## config.mk

```make
export PLATFORM = sky130hd
export DESIGN_NAME = gpp_port57
export DESIGN_NICKNAME = d
export VERILOG_FILES = /design/src/hw/gpp_pkg.sv /design/src/hw/gpp_regfile.sv /design/src/hw/gpp_port57.sv
export VERILOG_INCLUDE_DIRS = /design/src /design/src/hw
export SDC_FILE = /design/constraint.sdc
export NUM_CORES = 1
export LEC_CHECK = 0
export BUFFER_PORTS_ARGS = -buffer_cell sky130_fd_sc_hd__buf_2
export CAP_MARGIN = 0
export CORE_ASPECT_RATIO = 1.2
export CORE_MARGIN = 2
export CORE_UTILIZATION = 56
export DETAILED_ROUTE_END_ITERATION = 16
export GPL_ROUTABILITY_DRIVEN = 0
export HOLD_SLACK_MARGIN = 0.1
export PLACE_DENSITY = 0.86
export SETUP_SLACK_MARGIN = 0.1
export SYNTH_ARGS = -nofsm -noshare
export SYNTH_HDL_FRONTEND = slang
export SYNTH_SLANG_ARGS = --single-unit
```

## constraint.sdc

```tcl
create_clock -name clk -period 3.8 [get_ports clk]
set_input_delay 0.57 -clock clk [delete_from_list [all_inputs] [get_ports clk]]
set_output_delay 0.57 -clock clk [all_outputs]
set_load 0.05 [all_outputs]
```

## src/hw/gpp_consts.svh

```systemverilog
// Register offsets, field positions and reset values for the port 5 / port 7 block
`ifndef GPP_CONSTS_SVH
`define GPP_CONSTS_SVH
`define GPP_OFS_P5_FUNC 4'h0
`define GPP_OFS_P5_DIR 4'h4
`define GPP_OFS_P5_DATA 4'h8
`define GPP_OFS_P5_PULL 4'hc
`define GPP_OFS_P7_DIR 4'h0
`define GPP_OFS_P7_DATA 4'h4
`define GPP_OFS_P7_TCTL 4'h8
`define GPP_PAGE_P5 1'b0
`define GPP_PAGE_P7 1'b1
`define GPP_RST_BYTE 8'h00
`define GPP_P5_PULL_MASK 8'h3f
`define GPP_P7_USED_MASK 8'h70
`define GPP_P7_RSVD_ONES 8'h8f
`define GPP_P7_TOP 6
`define GPP_P7_TCLK 5
`define GPP_P7_TRST 4
`define GPP_P5_OD7 7
`define GPP_P5_OD6 6
`define GPP_P5_TRIG 5
`define GPP_TCTL_OS_W 4
`endif

```

## src/hw/gpp_pkg.sv

```systemverilog
// Types shared by the port 5 / port 7 block
package gpp_pkg;
  typedef logic [7:0] gpp_byte_t;
  typedef enum logic [1:0] {GPP_IDLE, GPP_ACK} gpp_bus_state_t;
endpackage : gpp_pkg

```

## src/hw/gpp_regfile.sv

```systemverilog
// Byte register bank with registered read data
`timescale 1ns/10ps
`default_nettype none
module gpp_regfile #(
  parameter int DEPTH = 8
) (
  input wire logic clk,
  input wire logic reset,
  input wire logic wr_en,
  input wire logic [$clog2(DEPTH)-1:0] wr_idx,
  input wire logic [7:0] wr_data,
  input wire logic [$clog2(DEPTH)-1:0] rd_idx,
  output logic [7:0] rd_data,
  output logic [DEPTH*8-1:0] all_q
);
  logic [7:0] mem_r [DEPTH];
  logic [7:0] mem_nxt [DEPTH];
  logic [7:0] rd_nxt;

  always_comb
  begin
    for (int i = 0; i < DEPTH; i++)
    begin
      mem_nxt[i] = mem_r[i];
    end
    if (wr_en)
    begin
      mem_nxt[wr_idx] = wr_data;
    end
    rd_nxt = mem_r[rd_idx];
  end

  always_ff @(posedge clk or posedge reset)
  begin
    if (reset)
    begin
      for (int i = 0; i < DEPTH; i++)
      begin
        mem_r[i] <= 8'h00;
      end
      rd_data <= 8'h00;
    end
    else
    begin
      mem_r <= mem_nxt;
      rd_data <= rd_nxt;
    end
  end

  always_comb
  begin
    for (int i = 0; i < DEPTH; i++)
    begin
      all_q[i*8 +: 8] = mem_r[i];
    end
  end
endmodule : gpp_regfile
`default_nettype wire

```

## src/hw/gpp_port57.sv

```systemverilog
// Port 5 and port 7 general I/O with Wishbone register access
`timescale 1ns/10ps
`default_nettype none
`include "gpp_consts.svh"
module gpp_port57 (
  input wire logic clk,
  input wire logic reset,
  input wire logic wb_cyc_i,
  input wire logic wb_stb_i,
  input wire logic wb_we_i,
  input wire logic [4:0] wb_adr_i,
  input wire logic [3:0] wb_sel_i,
  input wire logic [31:0] wb_dat_i,
  output logic [31:0] wb_dat_o,
  output logic wb_ack_o,
  input wire gpp_pkg::gpp_byte_t port5_pin_in,
  output gpp_pkg::gpp_byte_t port5_pin_out,
  output gpp_pkg::gpp_byte_t port5_pin_oe,
  output gpp_pkg::gpp_byte_t port5_pullup_en,
  output logic [5:0] wake_input,
  output logic conversion_trigger_in,
  input wire logic [2:0] port7_pin_in,
  output logic [2:0] port7_pin_out,
  output logic [2:0] port7_pin_oe,
  input wire logic timer_compare_output,
  output logic timer_clock_input,
  output logic timer_reset_input
);
  import gpp_pkg::*;

  // ----------------------------------------
  // Bus slave
  // ----------------------------------------
  gpp_bus_state_t st_r, st_nxt;
  logic req;
  logic wr_hit;
  logic [2:0] idx;
  logic [7:0] rd_raw;
  logic [7:0] rd_fix;
  logic [31:0] dat_nxt;
  logic [63:0] regs;
  logic mapped;
  logic ack_r, ack_nxt;

  // Register index: page bit, then word offset
  assign idx = {wb_adr_i[4], wb_adr_i[3:2]};
  assign req = wb_cyc_i && wb_stb_i;
  // Unmapped offset on port 7 page: writes dropped, reads zero
  assign mapped = (wb_adr_i[4] == `GPP_PAGE_P5) || (wb_adr_i[3:2] != 2'b11);
  // Request still stands while ack is out: never take it twice
  assign wr_hit = req && !ack_r && wb_we_i && wb_sel_i[0] && mapped && (st_r == GPP_IDLE);

  gpp_regfile #(
    .DEPTH(8)
  ) u_regs (
    .clk(clk),
    .reset(reset),
    .wr_en(wr_hit),
    .wr_idx(idx),
    .wr_data(wb_dat_i[7:0]),
    .rd_idx(idx),
    .rd_data(rd_raw),
    .all_q(regs)
  );

  // ----------------------------------------
  // Register fields
  // ----------------------------------------
  gpp_byte_t p5_func, port5_direction_bits, port5_data_latch, p5_pull_raw;
  gpp_byte_t port7_direction_control, port7_data_latch, timer_ctrl_status;
  assign p5_func = regs[0 +: 8];
  assign port5_direction_bits = regs[8 +: 8];
  assign port5_data_latch = regs[16 +: 8];
  assign p5_pull_raw = regs[24 +: 8];
  assign port7_direction_control = regs[32 +: 8] & `GPP_P7_USED_MASK;
  assign port7_data_latch = regs[40 +: 8] & `GPP_P7_USED_MASK;
  assign timer_ctrl_status = regs[48 +: 8];

  function automatic gpp_byte_t mix_read(gpp_byte_t dir, gpp_byte_t latch, gpp_byte_t pins);
    mix_read = (dir & latch) | (~dir & pins);
  endfunction : mix_read

  // ----------------------------------------
  // Port 5 pin logic
  // ----------------------------------------
  gpp_byte_t p5_gp_out;
  // Wake select forces input whatever the direction bit
  assign p5_gp_out = port5_direction_bits & ~{2'b00, p5_func[5:0]};

  always_comb
  begin
    port5_pin_out = port5_data_latch;
    port5_pin_oe = p5_gp_out;
    // Open drain: drive only the low level
    if (p5_func[`GPP_P5_OD7])
    begin
      port5_pin_out[7] = 1'b0;
      port5_pin_oe[7] = p5_gp_out[7] && !port5_data_latch[7];
    end
    if (p5_func[`GPP_P5_OD6])
    begin
      port5_pin_out[6] = 1'b0;
      port5_pin_oe[6] = p5_gp_out[6] && !port5_data_latch[6];
    end
  end

  // Pull-up off for any output pin
  assign port5_pullup_en = p5_pull_raw & `GPP_P5_PULL_MASK & ~port5_direction_bits;
  // Wake lines idle high when not selected
  assign wake_input = port5_pin_in[5:0] | ~p5_func[5:0];
  assign conversion_trigger_in = port5_pin_in[`GPP_P5_TRIG] | ~p5_func[`GPP_P5_TRIG];

  // ----------------------------------------
  // Port 7 pin logic
  // ----------------------------------------
  logic timer_owns_top;
  gpp_byte_t p7_pins;
  assign timer_owns_top = |timer_ctrl_status[`GPP_TCTL_OS_W-1:0];
  assign p7_pins = {1'b0, port7_pin_in, 4'h0};

  always_comb
  begin
    port7_pin_out = port7_data_latch[6:4];
    port7_pin_oe = port7_direction_control[6:4];
    if (timer_owns_top)
    begin
      port7_pin_out[2] = timer_compare_output;
      port7_pin_oe[2] = 1'b1;
    end
  end

  assign timer_clock_input = port7_pin_in[1];
  assign timer_reset_input = port7_pin_in[0];

  // ----------------------------------------
  // Read data shaping
  // ----------------------------------------
  // Live reads are combined after the bank so pin levels are current
  always_comb
  begin
    rd_fix = 8'h00;
    unique case ({wb_adr_i[4], wb_adr_i[3:2]})
      3'b000: rd_fix = rd_raw;
      3'b001: rd_fix = 8'h00;
      3'b010: rd_fix = mix_read(port5_direction_bits, rd_raw, port5_pin_in);
      3'b011: rd_fix = rd_raw & `GPP_P5_PULL_MASK;
      3'b100: rd_fix = 8'h00;
      3'b101: rd_fix = mix_read(port7_direction_control, rd_raw & `GPP_P7_USED_MASK,
                                p7_pins) | `GPP_P7_RSVD_ONES;
      3'b110: rd_fix = rd_raw;
      3'b111: rd_fix = 8'h00;
    endcase
  end

  always_comb
  begin
    st_nxt = st_r;
    dat_nxt = wb_dat_o;
    unique case (st_r)
      GPP_IDLE:
      begin
        if (req && !ack_r)
        begin
          st_nxt = GPP_ACK;
        end
      end
      GPP_ACK:
      begin
        st_nxt = GPP_IDLE;
        dat_nxt = {24'h000000, rd_fix};
      end
    endcase
  end

  always_ff @(posedge clk or posedge reset)
  begin
    if (reset)
    begin
      st_r <= GPP_IDLE;
      wb_dat_o <= 32'h00000000;
    end
    else
    begin
      st_r <= st_nxt;
      wb_dat_o <= dat_nxt;
    end
  end

  // Two wait states, then ack; data registered with it
  assign ack_nxt = (st_r == GPP_ACK) && req;
  always_ff @(posedge clk or posedge reset)
  begin
    if (reset)
    begin
      ack_r <= 1'b0;
    end
    else
    begin
      ack_r <= ack_nxt;
    end
  end
  assign wb_ack_o = ack_r;
endmodule : gpp_port57
`default_nettype wire

```

**After elaboration in Yosys (flattened, before gate mapping)**

Cells that the tools add are included.

- Order comparisons: 2
- Bitwise gates (word level): 17
- Equal/unequal tests: 10
- Muxes and demuxes: 15
- Reductions and logical operators: 19

Operators with widths:

| cell | number |
|---|---|
| $bwmux W64 | 1 |
| $pmux W8 S5 | 1 |
| $and A8 B8 Y8 | 3 |
| $bmux W8 S3 | 1 |
| $demux W8 S3 | 1 |
| $mux W8 | 3 |
| $and A7 B7 Y7 | 2 |
| $eq A3 B3 Y1 const B | 4 |
| $logic_and A1 B1 Y1 | 10 |
| $and A6 B8 Y8 | 1 |
| $not A6 Y8 | 1 |
| $not A8 Y8 | 1 |
| $or A8 B8 Y8 | 1 |
| $not A7 Y7 | 1 |
| $or A7 B7 Y7 | 1 |
| $eq A3 B2 Y1 const B | 2 |
| $mux W1 | 6 |
| $not A6 Y6 | 1 |
| $or A6 B6 Y6 | 1 |
| $ge A4 B4 Y1 const B | 1 |
| $lt A4 B1 Y1 const B | 1 |
| $not A3 Y4 | 1 |
| $pmux W2 S2 | 1 |
| $reduce_or A4 Y1 | 1 |
| other kinds (13) | 16 |

- Input bits: 58
- Logic and storage cells: 75
- Register bits after elaboration: 83
- Output and inout port bits: 72

**Logic depth before layout (Yosys ltp)**

Gate-level depths: netlist of the first run.

- Depth after elaboration: 6
- Mapped depth: 6

**Modules after synthesis**

Synthesis of the first run repeated with hierarchy kept, for this count alone.

- Cells, all modules: 313
- Area, all modules: 4316.6 um^2

Modules (own cells, without submodules):

| module | times used | cells each | sequential area each (um^2) | area each (um^2) |
|---|---|---|---|---|
| gpp_regfile | 1 | 181 | 1801.7 | 3200.6 |
| gpp_port57 | 1 | 132 | 250.2 | 1116.1 |

**Least setup slack after synthesis of the first run**

OpenSTA, ideal clock, no wires.

- Kind: reg2out
- Start point: register u_regs.mem_r, in the netlist u_regs.all_q[22]
- End point: output port5_pin_oe[6]
- Data required time: 3.230 ns
- Stages on the path, launching flop included: 2
- Path slack: 1.711 ns
- Arrival time: 1.519 ns
- Cells stage by stage: dfrtp_1 a21boi_0

- Cells in the longest elaborated chain, start to end: 3

Ends and longest elaborated chain:

| element | RTL line | source |
|---|---|---|
| from (decl) | gpp_regfile.sv:16 | `logic [7:0] mem_r [DEPTH];` |
| from (signal assigned) | gpp_regfile.sv:45 | `mem_r <= mem_nxt;` |
| $logic_not A1 Y1 | gpp_port57.sv:103 | `port5_pin_oe[6] = p5_gp_out[6] && !port5_data_latch[6];` |
| $logic_and A1 B1 Y1 | gpp_port57.sv:103 |  |
| $mux W1 | gpp_port57.sv:100 | `` if (p5_func[`GPP_P5_OD6]) `` |
| to (decl) | gpp_port57.sv:18 | `output gpp_pkg::gpp_byte_t port5_pin_oe,` |

No other way between the ends.

**Final worst setup path of the first run**

- Start point: register st_r[0]
- End point: register u_regs.mem_r, in the netlist u_regs.all_q[6]

- Cells in the longest elaborated chain, start to end: 2

Ends and longest elaborated chain:

| element | RTL line | source |
|---|---|---|
| from (decl) | gpp_port57.sv:34 | `gpp_bus_state_t st_r, st_nxt;` |
| from (signal assigned) | gpp_port57.sv:184 | `st_r <= st_nxt;` |
| $logic_not A2 Y1 | gpp_port57.sv:51 | `assign wr_hit = req && !ack_r && wb_we_i && wb_sel_i[0] && mapped && (st_r == GPP_IDLE);` |
| $logic_and A1 B1 Y1 | gpp_port57.sv:51 |  |

No other way between the ends.
A chain may end at the register's enable or synchronous reset.

==> results of run 1 <==
metrics by stage:
step / utilization / cell area, um2
floorplan: - / 4400
global placement: 0.593 / 4500
detailed placement: 0.593 / 4500
CTS: 0.616 / 4670
global route: 0.616 / 4670
finish: 0.616 / 4670
path summary, 6_finish.rpt:
kind | start | to | slack (ns) | cells after the start
worst min-delay path | reset | u_regs.all_q[47]$_DFFE_PP0P_ | 0.29 | 3
worst max-delay path | st_r[0]$_DFFE_PP0P_ | u_regs.all_q[6]$_DFFE_PP0P_ | 1.31 | 4
worst min register to register | u_regs.all_q[63]$_DFFE_PP0P_ | u_regs.all_q[63]$_DFFE_PP0P_ | 0.38 | 0
worst max register to register | st_r[0]$_DFFE_PP0P_ | u_regs.all_q[6]$_DFFE_PP0P_ | 1.31 | 4
min in group clk | u_regs.all_q[63]$_DFFE_PP0P_ | u_regs.all_q[63]$_DFFE_PP0P_ | 0.38 | 0
max in group asynchronous | reset | u_regs.all_q[20]$_DFFE_PP0P_ | 3.16 | 3
final cells by class:
class | instances | area, um2
Clock buffer | 12 | 155
Clock inverter | 3 | 15.0
Fill cell | 607 | 2910
Inverter | 6 | 22.5
Multi-Input combinational cell | 200 | 1910
Sequential cell | 82 | 2050
Tap cell | 92 | 115
Timing Repair Buffer | 76 | 398
power groups by stage:
stage	Combinational (uW)	Sequential [uW]	Clock, uW
floorplan	497	1100	0
global placement	604	1060	0
finish	616	1060	561
detailed placement	618	1070	0
global route	647	1070	609
CTS	620	1050	575
cells by family (layout without fill, tap and decap cells):
group,count (synthesis),after routing,share of synthesized area
DFF,82,82,0.476
muxes,92,92,0.280
AOI/OAI and AO/OA,24,24,0.0360
buffers and inverters,70,97,0.102
and+or+nand+nor,52,52,0.0901
other,1,26,0.000871
adders and majority gates,6,6,0.0139
flip-flops by register name, summed over array words and instances (netlist names):
signal,cells
wb_ack_o,1
u_regs.all_q,64
st_r,1
wb_dat_o,8
u_regs.rd_data,8
placed cells by master (no fill, tap or decap), types with 4 or more instances in the layout:
master,n
a21boi_0,4
a221oi_1,4
buf_2,74
clkbuf_8,11
conb_1,26
dfrtp_1,82
inv_2,4
maj3_1,6
mux2_2,66
mux2i_1,7
mux4_2,16
nand2_1,6
nand2b_1,7
nand4_1,6
nor2_1,6
nor2b_1,14
nor4_4,5
o21ai_0,10
routing by layer:
metal  vias up  track usage  share of wire
li1       1200            -              -
met4         0        0.100          0.028
met5         -            0              0
met2        87        0.361           0.52
met1      1368        0.277           0.41
met3        17       0.0370          0.040
worst reg2reg max path: cells and delay by family (launching register included):
kind,cells,cell delay [ns]
mux,1,0.42
flops,1,0.62
simple gates,3,1.34
==> results.md, run 1 <==
- WP buf/inv: 0
- Ratio of cells with drive above 1 in the final layout: 0.488
- Seq pwr share: 0.473
- Unrepaired setup endpoints after global routing: no
- Clock Path Buffers: 2
- Diodes inserted: 0
- Worst Setup End Kind: flip-flop
- Via Count: 2,672
- WP data arrival: between 2 and 3 ns
- Worst Hold Class: in -> async
- Clk pwr share: 0.251
- Synth warn: 0
- Slowest cell delay on critical path: 0.69 ns
- Worst vdd ir: between 0.2 and 0.25 mV
- Core area: 7580 um2
- Clock buffer count from CTS: 9
- Final Hold Viols: 0
- Grt ovf: 0
- Root Buffer: clkbuf_8
- Initial antenna violation count: 0
- Initial DRC Count: between 200 and 300
- Power per cell area: roughly 480 nW/um2
- PortBufs: between 70 and 80
- Vias/cell: roughly 5.7
- Top-count cell post-synth: dfrtp_1
- Nets@finish: 433
- Pre-CTS setup slack: 1.01 ns
- Total power: between 2000 and 2500 uW
- Final Cycle Share: 0.655
- Outcome: finished, final reports clean
- Fin Clk Skew: around 0.0067 ns
- Final ANT Viol Nets: 0
- Hold bufs inserted after CTS: 0
- Setup violations, final: 0
- Number of synthesized flops with an enable pin: 0
- Sw frac: 0.357
- Sequential area share after synthesis: 0.476
- Clock sink count: 82
- Relative slew slack: 0.428
- DRT Pass-1 Iters: 4
- Max Slew Vio Count: 0
- Leak: approximately 0.0022 uW
- H-tree Lvls: 3
- FMAX: approximately 400 MHz
- Die Wd: 84.1 um
- Post-synth cell types: 31
- Crit path cell chain: and4bb_2 > nand3_4 > nor4_4 > mux2_2
- Initial Util: 0.568
- Reg clk slew, reported paths: 0.08 ns
- Leading area contributor after synthesis: dfrtp_1
- Total of max-cap violations: 0
- Top cells by count, synth: dfrtp_1 (82), mux2_2 (66), buf_4 (45), mux4_2 (16), nor2b_1 (14)
- Number of synthesized register bits: 82
- Row cnt: 35
- Max FO, Critical Path: 21
- Clk_lat worst skew: approximately 0.35 ns
- Worst path slowest cell: nor4_4
- Share of the synthesized area in the top cell type: 0.476
- Area Growth Syn to Fin: 8.34%
- Drt total wl: approximately 9000 um
- IO Pins: between 100 and 150
- Layout Cells excl Fill: about 470
- Combinational Power Share: 0.276
- Crit path launch type: flip-flop
- Syn Area/Cell: 13.2 um2
- Critical path's top delay family: simple AND/OR/NAND/NOR gates
- CP required: between 4 and 5 ns
- Ys async rst share: 1.00
- HPWL after DPL: approximately 6000 um
- Prevailing post-synth register cell: dfrtp_1
- Worst hold slack: just under 0.3 ns
- Total die area: about 8400 um2
- Total negative setup slack: 0 ns
- Internal power: ~1400 uW
- DRC: 0
- Post-cts gate resize count: 0
- Top area cells in the synthesized netlist: dfrtp_1 (48%), mux2_2 (17%), mux4_2 (8.4%), buf_4 (7.8%), nor4_4 (2.5%)
- Largest net degree at the start of global routing: just over 80
- # Post-CTS Setup Buffers: 0
- Global-route wire length before repair: between 10,000 and 15,000 um
- CTS tree: built
- Final setup margin: between 1 and 1.5 ns
- Final min period: 2.49 ns
- Vias in the first global route: around 2,600
- WL/cell: roughly 19 um
- Synthesized cell area: about 4300 um2
- Die height: 100 um
- Cells after Synth: around 330
- Critical path class: reg -> reg
- Gr usage total: 0.216
- Sw power: 797 uW
- Worst slew pin tran: 0.852 ns
- Placed insts: about 460
Power figures use the tool's default switching activity.
==> inputs of run 2 (changes only) <==
--- a/config.mk
+++ b/config.mk
@@ -10,11 +10,11 @@
 export CAP_MARGIN = 0
 export CORE_ASPECT_RATIO = 1.2
 export CORE_MARGIN = 2
-export CORE_UTILIZATION = 56
+export CORE_UTILIZATION = 52
 export DETAILED_ROUTE_END_ITERATION = 16
 export GPL_ROUTABILITY_DRIVEN = 0
 export HOLD_SLACK_MARGIN = 0.1
-export PLACE_DENSITY = 0.86
+export PLACE_DENSITY = 0.81
 export SETUP_SLACK_MARGIN = 0.1
 export SYNTH_ARGS = -nofsm -noshare
 export SYNTH_HDL_FRONTEND = slang
==> constraint.sdc (replaced) <==
create_clock -name clk -period 2.5 [get_ports clk]
set_input_delay 0.375 -clock clk [delete_from_list [all_inputs] [get_ports clk]]
set_output_delay 0.375 -clock clk [all_outputs]
set_load 0.05 [all_outputs]
==> results.md, run 2 (synthesis gave the netlist of run 1 again) <==
- Outcome: finished, final reports clean
- Max reg flops: 64
- WP data arrival: 1.77 ns
- Root Buffer: clkbuf_8
- Critical path class: reg -> out
- Final Cycle Share: 0.858
- Internal power: ~2200 uW
- Nets@finish: 450
- Initial antenna violation count: 0
- Clock sink count: slightly above 80
- Initial Util: 0.534
- CTS tree: built
- Flop-to-flop setup slack: between 0.5 and 0.6 ns
- Grt ovf: 0
- Setup violations, final: 0
- Worst vdd ir: roughly 0.36 mV
- Die Wd: about 87 um
- FMAX: around 470 MHz
- Max Slew Vio Count: 0
- Worst hold slack: between 0.2 and 0.3 ns
- DRT Pass-1 Iters: 4
- Diodes inserted: 0
- Area Growth Syn to Fin: 11.9%
- Power per cell area: just over 700 nW/um2
- Clk_lat worst skew: 0.36 ns
- Gr usage total: 0.218
- Relative slew slack: 0.586
- Ratio of cells with drive above 1 in the final layout: 0.506
- Worst Setup End Kind: output port
- Hold path start: wb_stb_i
- Unrepaired setup endpoints after global routing: no
- Final ANT Viol Nets: 0
- Final Hold Viols: 0
- Vias/cell: roughly 5.6
- Row cnt: 36
- Worst Hold Depth: 2
- Largest net degree at the start of global routing: 51
- Sw frac: 0.353
- Drt total wl: between 9000 and 10,000 um
- WL/cell: about 18 um
- Total negative setup slack: 0 ns
- Total of max-cap violations: 0
- Leak: roughly 0.0023 uW
- Max FO, Critical Path: 3
- R2R depth: 5
- Worst slew pin tran: slightly above 0.6 ns
- Clock Path Buffers: 2
- Final min period: around 2.1 ns
- Clk pwr share: 0.265
- Reg clk slew, reported paths: 0.08 ns
- Commonest non-fill, non-tap cell in the layout: dfrtp_1
- Hold Path Sink: wb_ack_o$_DFF_PP0_
- Layer with the highest usage: met2
- CP required: between 2 and 2.5 ns
- Total die area: 9030 um2
- Seq pwr share: 0.460
- Fin Clk Skew: roughly 0.011 ns
- Combinational Power Share: 0.275
- DRC: 0
- Crit path launch type: flip-flop
- Sw power: 1230 uW
- HPWL after DPL: 6540 um
- Vias in the first global route: 2,844
- FF-to-FF End: u_regs.all_q[4]$_DFFE_PP0P_
- H-tree Lvls: 3
- R2R Path Start: st_r[0]$_DFFE_PP0P_
- GR Util met3: 0.0486
- Met2 usage: 0.346
- Worst Hold Class: in -> reg
- PortBufs: 74
- Core area: around 8100 um2
- Most frequent cells in the layout: dfrtp_1 (82), buf_2 (74), mux2_2 (66)
- Clock buffer count from CTS: 9
- Routing usage on met1: 0.283
- Die height: slightly above 100 um
- Via Count: around 2,700
- Global-route wire length before repair: around 15,000 um
- IO Pins: between 100 and 150
- Initial DRC Count: between 100 and 150
==> run 2: changes by cell type in the layout (fill, tap and decap cells not counted) <==
cell,before,now
inv_2,4,3
clkinv_2,3,2
clkbuf_8,11,9
bufinv_16,0,1
clkinvlp_4,0,3
buf_4,1,17
dlygate4sd3_1,0,1
clkbuf_1,1,2
==> run 2: area by class of cell <==
cell class / instances / area [um2]
flip-flops and latches: 82 / 2050
clock inverters: 5 / 55.1
multi-input cells: 200 / 1910
well taps: 95 / 119
fillers: 639 / 3240
clock buffers: 11 / 131
repair buffers: 93 / 528
inverters: 6 / 26.3
==> run 2: power groups by stage <==
stage          logic, uW  clock network [uW]  registers (uW)
2_1_floorplan        756                   0            1670
3_3_place_gp         940                   0            1620
3_5_place_dp         959                   0            1620
4_1_cts              963                 948            1600
5_1_grt             1010                1010            1620
6_report             955                 923            1600
==> run 2: worst max path at each step <==
stage	start	endpoint	slack [ns]	depth (start not counted)
detailed placement	wb_adr_i[3]	u_regs.all_q[49]$_DFFE_PP0P_	0.42	5
CTS	u_regs.all_q[48]$_DFFE_PP0P_	port7_pin_out[2]	0.35	4
floorplan	wb_ack_o$_DFF_PP0_	u_regs.all_q[24]$_DFFE_PP0P_	0.51	4
finish	u_regs.all_q[48]$_DFFE_PP0P_	port7_pin_out[2]	0.35	4
global route	u_regs.all_q[48]$_DFFE_PP0P_	port7_pin_out[2]	0.19	4
global placement	wb_adr_i[3]	u_regs.all_q[51]$_DFFE_PP0P_	0.41	5
==> run 2: metal layers <==
metal  share of wire  vias to the layer above  routed length (um)
met2            0.51                      106                4630
met3           0.050                       22                 451
met1            0.42                     1385                3770
met4           0.025                        0                 228
met5               0                        -                   0
li1                -                     1234                   -
==> run 2: repair_timing <==
item	in CTS	in global routing
buffers inserted	0	0
hold endpoints to repair	4	0
gates resized for setup	0	0
endpoints found under the setup margin	0	0
hold buffers	1	0
==> run 2: critical path, cell delays in order, from the launching register on <==
cell and delay (ns):
dfrtp_1 0.43, nor4_1 0.29, buf_4 0.17, mux2_2 0.32, buf_2 0.21
==> run 2: metrics by stage <==
step	area, um2	cells	worst slack (ns)	util	total power (uW)
after detailed placement	4620	475	0.424	0.573	2580
after CTS	4820	492	0.351	0.598	3510
final	4820	492	0.355	0.598	3480
after global routing	4820	492	0.191	0.598	3640
after global placement	4620	475	0.414	0.573	2560
after floorplan	4400	352	0.510	-	2420
